### config.mk
export PLATFORM = sky130hd
export DESIGN_NAME = can_bit_timing_error_detect
export DESIGN_NICKNAME = d
export VERILOG_FILES = /design/src/can_bit_timing_error_detect.v /design/src/can_crc_step.v /design/src/can_bit_clock.v
export VERILOG_INCLUDE_DIRS = /design/src /design/src/src
export SDC_FILE = /design/constraint.sdc
export NUM_CORES = 1
export LEC_CHECK = 0
export BUFFER_PORTS_ARGS = -buffer_cell sky130_fd_sc_hd__buf_2
export CAP_MARGIN = 20
export CORE_ASPECT_RATIO = 1.2
export CORE_UTILIZATION = 50
export DETAILED_ROUTE_END_ITERATION = 12
export PLACE_DENSITY = 0.76
export SYNTH_ARGS = -nofsm -noshare
export SYNTH_HDL_FRONTEND = slang
export SYNTH_SLANG_ARGS = --single-unit
### constraint.sdc
create_clock -name ref_clk -period 3.45 [get_ports ref_clk]
set_input_delay 0.1725 -clock ref_clk [delete_from_list [all_inputs] [get_ports ref_clk]]
set_output_delay 0.1725 -clock ref_clk [all_outputs]
set_load 0.05 [all_outputs]
### src/can_timing_defines.vh
// Purpose: constants of the can bit timing and error detection block
// Assumes: included by its bare name
// Notes: register byte address is four times the register index
`ifndef CAN_TIMING_DEFINES_VH
`define CAN_TIMING_DEFINES_VH
`define IDX_PHASE_TWO_WAKE 8'h28
`define IDX_SEGMENT_TIMING 8'h29
`define IDX_QUANTUM_JUMP 8'h2a
`define IDX_MODE_CONTROL 8'h2b
`define IDX_ERROR_STATUS 8'h2c
`define IDX_ERROR_CLEAR 8'h2d
`define IDX_ERROR_ENABLE 8'h2e
`define IDX_TIMING_STATUS 8'h2f
`define TIMING_RESET 8'h00
`define MODE_RESET 1'b1
`define PHASE_TWO_WAKE_MASK 8'h47
`define WAKE_FILTER_BIT 6
`define SOURCE_SELECT_BIT 7
`define PROCESSING_QUANTA 4'h2
`define STUFF_RUN_LIMIT 3'h5
`define CRC_POLY 15'h4599
`define ERR_CRC 0
`define ERR_ACK 1
`define ERR_FORM 2
`define ERR_BIT 3
`define ERR_STUFF 4
`define FIELD_IDLE 4'h0
`define FIELD_SOF 4'h1
`define FIELD_ARB 4'h2
`define FIELD_DATA 4'h3
`define FIELD_CRC_SEQ 4'h4
`define FIELD_CRC_DELIM 4'h5
`define FIELD_ACK_SLOT 4'h6
`define FIELD_ACK_DELIM 4'h7
`define FIELD_EOF 4'h8
`define FIELD_IFS 4'h9
`define RESP_OKAY 2'h0
`define RESP_SLVERR 2'h2
`endif

### src/can_bit_timing_error_detect.v
// Purpose: bit timing registers and can protocol error detection
// Assumes: frame logic on ref_clk gives field position and driven level
// Notes: registers reached over axi4-lite, one byte per aligned word
`default_nettype none
`include "can_timing_defines.vh"
module can_bit_timing_error_detect (
  input wire ref_clk,
  input wire reset,
  input wire [7:0] s_axi_awaddr,
  input wire s_axi_awvalid,
  output wire s_axi_awready,
  input wire [31:0] s_axi_wdata,
  input wire [3:0] s_axi_wstrb,
  input wire s_axi_wvalid,
  output wire s_axi_wready,
  output reg [1:0] s_axi_bresp,
  output reg s_axi_bvalid,
  input wire s_axi_bready,
  input wire [7:0] s_axi_araddr,
  input wire s_axi_arvalid,
  output wire s_axi_arready,
  output reg [31:0] s_axi_rdata,
  output reg [1:0] s_axi_rresp,
  output reg s_axi_rvalid,
  input wire s_axi_rready,
  input wire can_rx,
  input wire [3:0] frame_field,
  input wire transmitting,
  input wire tx_level,
  input wire hard_sync,
  output wire sample_point,
  output wire bit_start,
  output wire quantum_tick,
  output reg rx_bit,
  output reg stuff_bit,
  output reg [14:0] crc_value,
  output reg error_frame_start,
  output reg retransmit_request,
  output reg [4:0] error_event,
  output reg [2:0] sync_jump_quanta,
  output reg [3:0] phase_two_quanta,
  output reg wake_filter_enable,
  output reg config_mode,
  output wire irq
);
  reg [7:0] quantum_jump_config;
  reg [7:0] segment_timing_config;
  reg [7:0] phase_two_wake_config;
  reg [4:0] error_status;
  reg [4:0] error_enable;
  reg aw_held;
  reg [7:0] aw_addr;
  reg w_held;
  reg [7:0] w_data;
  reg w_lane;
  reg rx_meta;
  reg rx_sync;
  reg last_bit;
  reg [2:0] run_count;
  reg [31:0] next_rdata;
  reg [1:0] next_rresp;
  reg [3:0] next_phase_two;
  reg [4:0] next_event;
  reg next_stuff;
  wire [7:0] w_index;
  wire [7:0] r_index;
  wire do_write;
  wire [4:0] clear_hits;
  wire [3:0] prop_quanta;
  wire [3:0] phase_one_quanta;
  wire [14:0] crc_base;
  wire [14:0] crc_step;
  wire in_stuff_zone;
  wire feed_crc;

  // bus handshake
  assign s_axi_awready = !aw_held && !s_axi_bvalid;
  assign s_axi_wready = !w_held && !s_axi_bvalid;
  assign s_axi_arready = !s_axi_rvalid;
  assign do_write = aw_held && w_held && !s_axi_bvalid;
  assign w_index = {2'b00, aw_addr[7:2]};
  assign r_index = {2'b00, s_axi_araddr[7:2]};

  always @(posedge ref_clk) begin
    if (reset) begin
      aw_held <= 1'b0;
      aw_addr <= 8'h00;
      w_held <= 1'b0;
      w_data <= 8'h00;
      w_lane <= 1'b0;
      s_axi_bvalid <= 1'b0;
      s_axi_bresp <= `RESP_OKAY;
    end else begin
      if (s_axi_awvalid && s_axi_awready) begin
        aw_held <= 1'b1;
        aw_addr <= s_axi_awaddr;
      end
      if (s_axi_wvalid && s_axi_wready) begin
        w_held <= 1'b1;
        w_data <= s_axi_wdata[7:0];
        w_lane <= s_axi_wstrb[0];
      end
      if (do_write) begin
        aw_held <= 1'b0;
        w_held <= 1'b0;
        s_axi_bvalid <= 1'b1;
        case (w_index)
          `IDX_PHASE_TWO_WAKE, `IDX_SEGMENT_TIMING, `IDX_QUANTUM_JUMP,
          `IDX_MODE_CONTROL, `IDX_ERROR_CLEAR, `IDX_ERROR_ENABLE: begin
            s_axi_bresp <= `RESP_OKAY;
          end
          default: begin
            s_axi_bresp <= `RESP_SLVERR;
          end
        endcase
      end else if (s_axi_bvalid && s_axi_bready) begin
        s_axi_bvalid <= 1'b0;
      end
    end
  end

  // register writes
  always @(posedge ref_clk) begin
    if (reset) begin
      quantum_jump_config <= `TIMING_RESET;
      segment_timing_config <= `TIMING_RESET;
      phase_two_wake_config <= `TIMING_RESET;
      config_mode <= `MODE_RESET;
      error_enable <= 5'h00;
    end else if (do_write && w_lane) begin
      case (w_index)
        `IDX_QUANTUM_JUMP: begin
          if (config_mode) begin
            quantum_jump_config <= w_data;
          end
        end
        `IDX_SEGMENT_TIMING: begin
          if (config_mode) begin
            segment_timing_config <= w_data;
          end
        end
        `IDX_PHASE_TWO_WAKE: begin
          if (config_mode) begin
            phase_two_wake_config <= w_data & `PHASE_TWO_WAKE_MASK;
          end
        end
        `IDX_MODE_CONTROL: begin
          config_mode <= w_data[0];
        end
        `IDX_ERROR_ENABLE: begin
          error_enable <= w_data[4:0];
        end
        default: begin
          config_mode <= config_mode;
        end
      endcase
    end
  end

  assign clear_hits = (do_write && w_lane && (w_index == `IDX_ERROR_CLEAR)) ?
                      w_data[4:0] : 5'h00;

  // read mux
  always @* begin
    next_rdata = 32'h00000000;
    next_rresp = `RESP_OKAY;
    case (r_index)
      `IDX_QUANTUM_JUMP: begin
        next_rdata = {24'h000000, quantum_jump_config};
      end
      `IDX_SEGMENT_TIMING: begin
        next_rdata = {24'h000000, segment_timing_config};
      end
      `IDX_PHASE_TWO_WAKE: begin
        next_rdata = {24'h000000, phase_two_wake_config};
      end
      `IDX_MODE_CONTROL: begin
        next_rdata = {31'h00000000, config_mode};
      end
      `IDX_ERROR_STATUS: begin
        next_rdata = {27'h0000000, error_status};
      end
      `IDX_ERROR_CLEAR: begin
        next_rdata = 32'h00000000;
      end
      `IDX_ERROR_ENABLE: begin
        next_rdata = {27'h0000000, error_enable};
      end
      `IDX_TIMING_STATUS: begin
        next_rdata = {25'h0000000, sync_jump_quanta, phase_two_quanta};
      end
      default: begin
        next_rresp = `RESP_SLVERR;
      end
    endcase
  end

  always @(posedge ref_clk) begin
    if (reset) begin
      s_axi_rvalid <= 1'b0;
      s_axi_rdata <= 32'h00000000;
      s_axi_rresp <= `RESP_OKAY;
    end else if (s_axi_arvalid && s_axi_arready) begin
      s_axi_rvalid <= 1'b1;
      s_axi_rdata <= next_rdata;
      s_axi_rresp <= next_rresp;
    end else if (s_axi_rvalid && s_axi_rready) begin
      s_axi_rvalid <= 1'b0;
    end
  end

  // derived timing
  assign prop_quanta = {1'b0, segment_timing_config[2:0]} + 4'h1;
  assign phase_one_quanta = {1'b0, segment_timing_config[5:3]} + 4'h1;

  always @* begin
    if (segment_timing_config[`SOURCE_SELECT_BIT]) begin
      next_phase_two = {1'b0, phase_two_wake_config[2:0]} + 4'h1;
    end else if (phase_one_quanta > `PROCESSING_QUANTA) begin
      next_phase_two = phase_one_quanta;
    end else begin
      next_phase_two = `PROCESSING_QUANTA;
    end
  end

  always @(posedge ref_clk) begin
    if (reset) begin
      phase_two_quanta <= 4'h1;
      sync_jump_quanta <= 3'h1;
      wake_filter_enable <= 1'b0;
    end else begin
      phase_two_quanta <= next_phase_two;
      sync_jump_quanta <= {1'b0, quantum_jump_config[7:6]} + 3'h1;
      wake_filter_enable <= phase_two_wake_config[`WAKE_FILTER_BIT];
    end
  end

  can_bit_clock bit_clock (
    .ref_clk(ref_clk),
    .reset(reset),
    .prescale(quantum_jump_config[5:0]),
    .prop_quanta(prop_quanta),
    .phase_one_quanta(phase_one_quanta),
    .phase_two_quanta(phase_two_quanta),
    .hard_sync(hard_sync),
    .quantum_tick(quantum_tick),
    .sample_point(sample_point),
    .bit_start(bit_start)
  );

  // receive pin synchroniser
  always @(posedge ref_clk) begin
    if (reset) begin
      rx_meta <= 1'b1;
      rx_sync <= 1'b1;
    end else begin
      rx_meta <= can_rx;
      rx_sync <= rx_meta;
    end
  end

  // error checks at each sample point
  assign in_stuff_zone = (frame_field == `FIELD_SOF) || (frame_field == `FIELD_ARB) ||
                         (frame_field == `FIELD_DATA) || (frame_field == `FIELD_CRC_SEQ);
  assign crc_base = (frame_field == `FIELD_SOF) ? 15'h0000 : crc_value;
  assign feed_crc = !next_stuff && ((frame_field == `FIELD_SOF) ||
                    (frame_field == `FIELD_ARB) || (frame_field == `FIELD_DATA) ||
                    ((frame_field == `FIELD_CRC_SEQ) && !transmitting));

  can_crc_step crc_step_unit (
    .crc_in(crc_base),
    .bit_in(rx_sync),
    .crc_out(crc_step)
  );

  always @* begin
    next_event = 5'h00;
    next_stuff = in_stuff_zone && (frame_field != `FIELD_SOF) &&
                 (run_count == `STUFF_RUN_LIMIT);
    if (next_stuff && (rx_sync == last_bit)) begin
      next_event[`ERR_STUFF] = 1'b1;
    end
    if ((frame_field == `FIELD_CRC_DELIM) && !transmitting && (crc_value != 15'h0000)) begin
      next_event[`ERR_CRC] = 1'b1;
    end
    if (transmitting && (frame_field == `FIELD_ACK_SLOT) && rx_sync) begin
      next_event[`ERR_ACK] = 1'b1;
    end
    if (!rx_sync && ((frame_field == `FIELD_CRC_DELIM) ||
        (frame_field == `FIELD_ACK_DELIM) || (frame_field == `FIELD_EOF) ||
        (frame_field == `FIELD_IFS))) begin
      next_event[`ERR_FORM] = 1'b1;
    end
    if (transmitting && (frame_field != `FIELD_IDLE) && (rx_sync != tx_level) &&
        !(tx_level && ((frame_field == `FIELD_ARB) ||
        (frame_field == `FIELD_ACK_SLOT)))) begin
      next_event[`ERR_BIT] = 1'b1;
    end
  end

  always @(posedge ref_clk) begin
    if (reset) begin
      rx_bit <= 1'b1;
      stuff_bit <= 1'b0;
      last_bit <= 1'b1;
      run_count <= 3'h0;
      crc_value <= 15'h0000;
      error_event <= 5'h00;
      error_frame_start <= 1'b0;
      retransmit_request <= 1'b0;
    end else if (sample_point) begin
      rx_bit <= rx_sync;
      stuff_bit <= next_stuff;
      last_bit <= rx_sync;
      if (!in_stuff_zone || (frame_field == `FIELD_SOF) || next_stuff ||
          (rx_sync != last_bit)) begin
        run_count <= in_stuff_zone ? 3'h1 : 3'h0;
      end else begin
        run_count <= run_count + 3'h1;
      end
      if (feed_crc) begin
        crc_value <= crc_step;
      end
      error_event <= next_event;
      error_frame_start <= |next_event;
      retransmit_request <= transmitting && (next_event[`ERR_ACK] ||
        next_event[`ERR_CRC] || next_event[`ERR_FORM] || next_event[`ERR_STUFF] ||
        next_event[`ERR_BIT]);
    end else begin
      error_event <= 5'h00;
      error_frame_start <= 1'b0;
      retransmit_request <= 1'b0;
    end
  end

  // sticky status, set wins over clear
  always @(posedge ref_clk) begin
    if (reset) begin
      error_status <= 5'h00;
    end else begin
      error_status <= (error_status & ~clear_hits) | error_event;
    end
  end

  assign irq = |(error_status & error_enable);

endmodule // can_bit_timing_error_detect
`default_nettype wire

### src/can_crc_step.v
// Purpose: one step of the 15-bit can check sequence
// Assumes: caller registers the result
// Notes: shifting the received check bits through leaves zero on a match
`default_nettype none
`include "can_timing_defines.vh"
module can_crc_step (
  input wire [14:0] crc_in,
  input wire bit_in,
  output wire [14:0] crc_out
);
  wire feedback;
  assign feedback = bit_in ^ crc_in[14];
  assign crc_out = {crc_in[13:0], 1'b0} ^ (feedback ? `CRC_POLY : 15'h0000);
endmodule // can_crc_step
`default_nettype wire

### src/can_bit_clock.v
// Purpose: time quantum prescaler and bit segment counter
// Assumes: segment lengths given in quanta, each at least one
// Notes: hard_sync restarts the bit at its sync segment
`default_nettype none
module can_bit_clock (
  input wire ref_clk,
  input wire reset,
  input wire [5:0] prescale,
  input wire [3:0] prop_quanta,
  input wire [3:0] phase_one_quanta,
  input wire [3:0] phase_two_quanta,
  input wire hard_sync,
  output reg quantum_tick,
  output reg sample_point,
  output reg bit_start
);
  reg [6:0] div_count;
  reg [4:0] quanta;
  wire [6:0] div_limit;
  wire [4:0] seg_one_end;
  wire [4:0] bit_end;
  wire tick;
  assign div_limit = {prescale, 1'b1};
  assign tick = (div_count == div_limit);
  assign seg_one_end = {1'b0, prop_quanta} + {1'b0, phase_one_quanta};
  assign bit_end = seg_one_end + {1'b0, phase_two_quanta};
  always @(posedge ref_clk) begin
    if (reset) begin
      div_count <= 7'h00;
      quanta <= 5'h00;
      quantum_tick <= 1'b0;
      sample_point <= 1'b0;
      bit_start <= 1'b0;
    end else if (hard_sync) begin
      div_count <= 7'h00;
      quanta <= 5'h00;
      quantum_tick <= 1'b0;
      sample_point <= 1'b0;
      bit_start <= 1'b1;
    end else begin
      div_count <= tick ? 7'h00 : div_count + 7'h01;
      quantum_tick <= tick;
      sample_point <= tick && (quanta == seg_one_end);
      bit_start <= tick && (quanta == bit_end);
      if (tick) begin
        quanta <= (quanta == bit_end) ? 5'h00 : quanta + 5'h01;
      end
    end
  end
endmodule // can_bit_clock
`default_nettype wire

=== After elaboration in Yosys (flattened, before gate mapping) ===
Cells that the tools add are included.

* Bits in registers: 140
* Word-level logic and storage cells: 172
* Output and inout port bits: 78

* Bitwise gates (word level): 7
* Magnitude comparators: 1
* Multiplexer cells: 21
* Equal/unequal tests: 31
* Add/sub/neg operators: 9
* Reductions and logical operators: 70

{| class="wikitable"
|+ Operators by type and width
! kind !! number
|-
| 6-bit equality test, second input constant || 14
|-
| 8-bit one-hot mux with 7 select lines || 1
|-
| 15-bit two-way mux || 2
|-
| 1-bit logical AND || 28
|-
| 4-bit by 3-bit equality test with 1-bit output, second input constant || 4
|-
| 1-bit logical OR || 15
|-
| 15-bit nonzero test || 1
|-
| 15-bit XOR || 1
|-
| 3-bit by 1-bit adder with 4-bit output, second input constant || 3
|-
| 1-bit two-way mux || 11
|-
| 5-bit AND || 2
|-
| 5-bit equality test || 2
|-
| 5-bit two-way mux || 2
|-
| 5-bit OR reduction || 2
|-
| 1-bit logical NOT || 9
|-
| 3-bit AND reduction || 3
|-
| 4-bit by 2-bit equality test with 1-bit output, second input constant || 2
|-
| 4-bit equality test, second input constant || 2
|-
| 4-bit two-way mux || 2
|-
| 8-bit OR reduction || 1
|-
| 7-bit by 1-bit adder with 7-bit output, second input constant || 1
|-
| 7-bit equality test || 1
|-
| 2-bit AND reduction || 3
|-
| 2-bit OR reduction || 3
|-
| other kinds (21) || 24
|}

=== Logic depth before layout (Yosys ltp) ===
* Depth after elaboration: 11
* Mapped depth: 12
* Depth with buffers taken out: 12

=== Hierarchy ===
Synthesis repeated with hierarchy kept, for this count alone.

* Cells, all modules: 647
* Area, all modules: 5,835.6 um2

{| class="wikitable"
|+ By module, submodules not included
! module !! cells each !! area an instance (um2) !! sequential area each (um2) !! times used
|-
| can_bit_timing_error_detect || 513 || 4,545.6 || 1,941.9 || 1
|-
| can_bit_clock || 116 || 1,052.3 || 300.3 || 1
|-
| can_crc_step || 18 || 237.7 || 0.0 || 1
|}

=== Least setup slack after synthesis ===
No wires, ideal clock.

* Path kind: reg-to-reg
* Start point: register segment_timing_config[4]
* End point: register bit_clock.quanta[2]
* Cell stages (with the launch flop): 11
* Arrival: 2,699 ps
* Library setup time: 129 ps
* Data required time: 3,321 ps
* Setup slack: 622 ps
* Cells stage by stage: dfxtp_1 inv_1 ha_1 inv_1 fa_1 fa_1 a21o_1 a21oi_1 xnor3_1 nor4_4 nor3_1

* Word-level cells in the longest chain between the ends: 5

{| class="wikitable"
|+ RTL lines
! element !! line !! RTL
|-
| from (decl) || can_bit_timing_error_detect.v:47 || <nowiki>reg [7:0] segment_timing_config;</nowiki>
|-
| from (signal assigned) || can_bit_timing_error_detect.v:126 || <nowiki>segment_timing_config <= `TIMING_RESET;</nowiki>
|-
| from (signal assigned) || can_bit_timing_error_detect.v:139 || <nowiki>segment_timing_config <= w_data;</nowiki>
|-
| 3-bit by 1-bit adder with 4-bit output || can_bit_timing_error_detect.v:214 || <nowiki>assign phase_one_quanta = {1'b0, segment_timing_config[5:3]} + 4'h1;</nowiki>
|-
| 4-bit by 4-bit adder with 5-bit output || can_bit_clock.v:25 || <nowiki>assign seg_one_end = {1'b0, prop_quanta} + {1'b0, phase_one_quanta};</nowiki>
|-
| 5-bit by 4-bit adder with 5-bit output || can_bit_clock.v:26 || <nowiki>assign bit_end = seg_one_end + {1'b0, phase_two_quanta};</nowiki>
|-
| 5-bit equality test || can_bit_clock.v:46 || <nowiki>quanta <= (quanta == bit_end) ? 5'h00 : quanta + 5'h01;</nowiki>
|-
| 5-bit two-way mux || can_bit_clock.v:46 ||
|-
| to (signal assigned) || can_bit_clock.v:46 ||
|-
| to (decl) || can_bit_clock.v:18 || <nowiki>reg [4:0] quanta;</nowiki>
|}

No other way between the ends.
A chain may end at the register's enable or synchronous reset.

=== Worst setup path in the final report ===
* Start point: register segment_timing_config[3]
* End point: register bit_clock.quanta[0]

Same word-level chain as after synthesis.

==> impl_results.md <==
* DRC Markers at 0
* Unrepaired setup endpoints after global routing: no
* Synth Register Bits at 112
* Root Driver: clkbuf_16
* Most used cell, CP: ha_1
* Clk_skew at 11.1 ps
* Routed Antenna Nets at 0
* Ports at 145
* Syn_area_per_cell at 8.95 sq um
* Crit share post-route at 93.2%
* First-pass GRT wire length at 20700 um
* Cell Pwr Density at 425 nW/um^2
* Worst Path Buf+Inv at 0
* Mapped Cells at 628
* Maximum operating frequency at 311 MHz
* # fillers at 967
* CP Capture Type: register
* Critical-path cell list: ha_1 > xor2_1 > ha_1 > a21oi_1 > o21ai_0 > xnor2_1 > ha_1 > a21oi_1 > xnor3_1 > nor3_1 > o22ai_1
* CP startpoint: segment_timing_config[3]
* Final net count at 781
* Avg WL per Cell at 15.2 um
* Die outline height at 118 um
* Die ar. at 11700 sq um
* Async S/R FF share, synth at 0%
* GP Congestion at 0.850
* Final Hold Viols at 0
* Cell Rows at 42
* Hold_sp: tx_level
* Pre-Repair DR Iteration Count at 4
* Yosys warning count at 0
* Total grt overflow at 0
* Die Width at 98.8 um
* Register clock-pin slew on the reported worst setup and hold paths at 80 ps
* Worst hold margin at 37.7 ps
* Final min period at 3220 ps
* WP data required at 3670 ps
* Cells after DPL at 815
* Vias per cell at 5.53
* Leakage Power at 2.76 nW
* Hold crit path type: in2reg
* Slew @ Worst Pin at 770 ps
* Core footprint at 11000 sq um
* Area Growth Syn to Fin at 12.7%
* Mapped Area at 5620 sq um
* Initial antenna violation count at 0
* CP Class: reg2reg
* Worst path arrival time at 3440 ps
* Fin. max-slew vios at 0
* Tot Pwr at 2.69 mW
* Worst r2r src: segment_timing_config[3]
* H-Tree Depth at 3
* Port Buffers at 87
* Status: complete, no violations
* Total track usage at 22.4%
* Utilization after layout at 57.7%
* Setup TNS at 0 ps
* Clock Latency Late Sink at 360 ps
* Crit-path max FO at 7
* Setup Fix Bufs, Post-CTS at 0
* Routed wire length at 12600 um
* Layout cells sized above 1 at 18.5%
* Largest delay share family, worst path: XOR/XNOR gates
* Maximum root-to-sink buffer count at 2
* Post-synth EDFFs at 0
* CP Launch Type: register
* Final setup fails at 0
* Clk sinks at 112
* Vias in the first global route at 4438
* Ys flop type: dfxtp_1
* CP max stage cell: dfxtp_1
* Reg2reg setup slack at 230 ps
* # diodes at 0
* TritonCTS Buffers at 9
* Final Non-Filler Cells at 833
* Pin count of the biggest net entering global routing at 56
* Routed via count at 4607
* Starting density of the core at 51.2%
* Worst vdd ir at 0.000209 V
* Sequential share of the synthesized area at 39.9%
* Netlist cell types at 68
* Worst relative slew slack at 48.6%
* Initial DRC count at 200
* Crit path largest cell delay at 500 ps
* HPWL Detailed at 9480 um
* CTS tree: yes
* MaxCap Viol Count at 0
## cells in the mapped netlist (15+ instances only)
| library cell | n | area share (%) |
|---|---|---|
| a21oi_1 | 44 | 3.9 |
| buf_4 | 28 | 3.7 |
| clkbuf_1 | 16 | 1.1 |
| dfxtp_1 | 112 | 40 |
| ha_1 | 16 | 3.6 |
| inv_1 | 15 | 1.0 |
| mux2i_1 | 41 | 7.3 |
| nand2_1 | 68 | 4.5 |
| nand3_1 | 17 | 1.5 |
| nor2_1 | 76 | 5.1 |
| xnor2_1 | 17 | 2.6 |
| xor2_1 | 21 | 3.3 |
## worst reg2reg max path: cells and delay by family, from the launching register on
kind | cells | cell delay (ps)
compound gates | 4 | 570
xor+xnor | 3 | 880
fa+ha+maj | 3 | 850
flops | 1 | 500
simple gates | 1 | 280
## repair_timing
| item | 4_1_cts | 5_1_grt |
|---|---|---|
| setup endpoints to repair | 0 | 0 |
| gates resized for setup | 0 | 0 |
| hold endpoints to repair | 2 | 0 |
| hold buffers | 2 | 0 |
## final timing paths
kind,to,depth (start not counted)
max,bit_clock.quanta[0],11
min,error_event[3],2
max reg2reg,bit_clock.quanta[0],11
min reg2reg,rx_sync,1
## power by group
| group | internal [mW] | switching, mW |
|---|---|---|
| logic | 0.0695 | 0.188 |
| registers | 1.31 | 0.0292 |
| clock network | 0.578 | 0.512 |
## registers in the layout, summed over array words and instances, names as in the netlist, 6 cells and up
| name | flops |
|---|---|
| segment_timing_config | 8 |
| quantum_jump_config | 8 |
| crc_value | 15 |
| aw_addr | 6 |
| s_axi_rdata | 8 |
| bit_clock.div_count | 7 |
| w_data | 8 |
## cells in the final DEF, fill, tap and decap left out, types with 4 or more instances in the layout
| master | n |
|---|---|
| a21o_1 | 7 |
| nor2b_1 | 8 |
| nor4_1 | 11 |
| mux2i_1 | 41 |
| clkbuf_16 | 9 |
| buf_2 | 87 |
| nand3b_1 | 6 |
| ha_1 | 16 |
| and2_1 | 5 |
| nand4_1 | 4 |
| nor2_1 | 76 |
| a211oi_2 | 6 |
| inv_1 | 15 |
| o21ai_0 | 8 |
| conb_1 | 26 |
| xnor2_1 | 17 |
| nand2b_1 | 5 |
| nand2_1 | 68 |
| dfxtp_1 | 112 |
| xor2_1 | 21 |
| a21oi_1 | 44 |
| nor3_1 | 6 |
| nand3_1 | 17 |
| a22oi_1 | 5 |
## stage by stage
stage               area, sq um  worst slack [ps]
global placement           6000               452
CTS                        6330               242
finish                     6330               235
detailed placement         6000               263
global route               6330             0.975
floorplan                  5710               622
## final cells by class
| class | instances | area [sq um] | share of cell area (%) |
|---|---|---|---|
| Inverter | 16 | 60.1 | 0.948 |
| Timing Repair Buffer | 92 | 490 | 7.75 |
| Sequential cell | 112 | 2240 | 35.4 |
| Clock buffer | 9 | 225 | 3.56 |
| Tap cell | 132 | 165 | 2.61 |
| Clock inverter | 7 | 83.8 | 1.32 |
| Multi-Input combinational cell | 465 | 3070 | 48.4 |
## metal layers
| metal | wire length (um) | vias to the layer above | track usage, % |
|---|---|---|---|
| met2 | 6480 | 135 | 39.9 |
| met4 | 306 | 0 | 8.02 |
| met5 | 0 | - | 0 |
| li1 | - | 2256 | - |
| met1 | 5280 | 2195 | 26.0 |
| met3 | 582 | 21 | 5.32 |
## kinds of logic (layout without fill, tap and decap cells)
group / count (synthesis) / in the layout / synth area share (%)
adders and majority gates: 18 / 18 / 4.27
other: 1 / 26 / 0.0667
DFF: 112 / 112 / 39.9
buffers and inverters: 76 / 124 / 7.23
muxes: 44 / 44 / 8.50
AOI/OAI and AO/OA: 102 / 102 / 12.2
and+or+nand+nor: 236 / 236 / 21.5
xor gates and xnor gates: 39 / 39 / 6.32
Power figures use the tool's default switching activity.
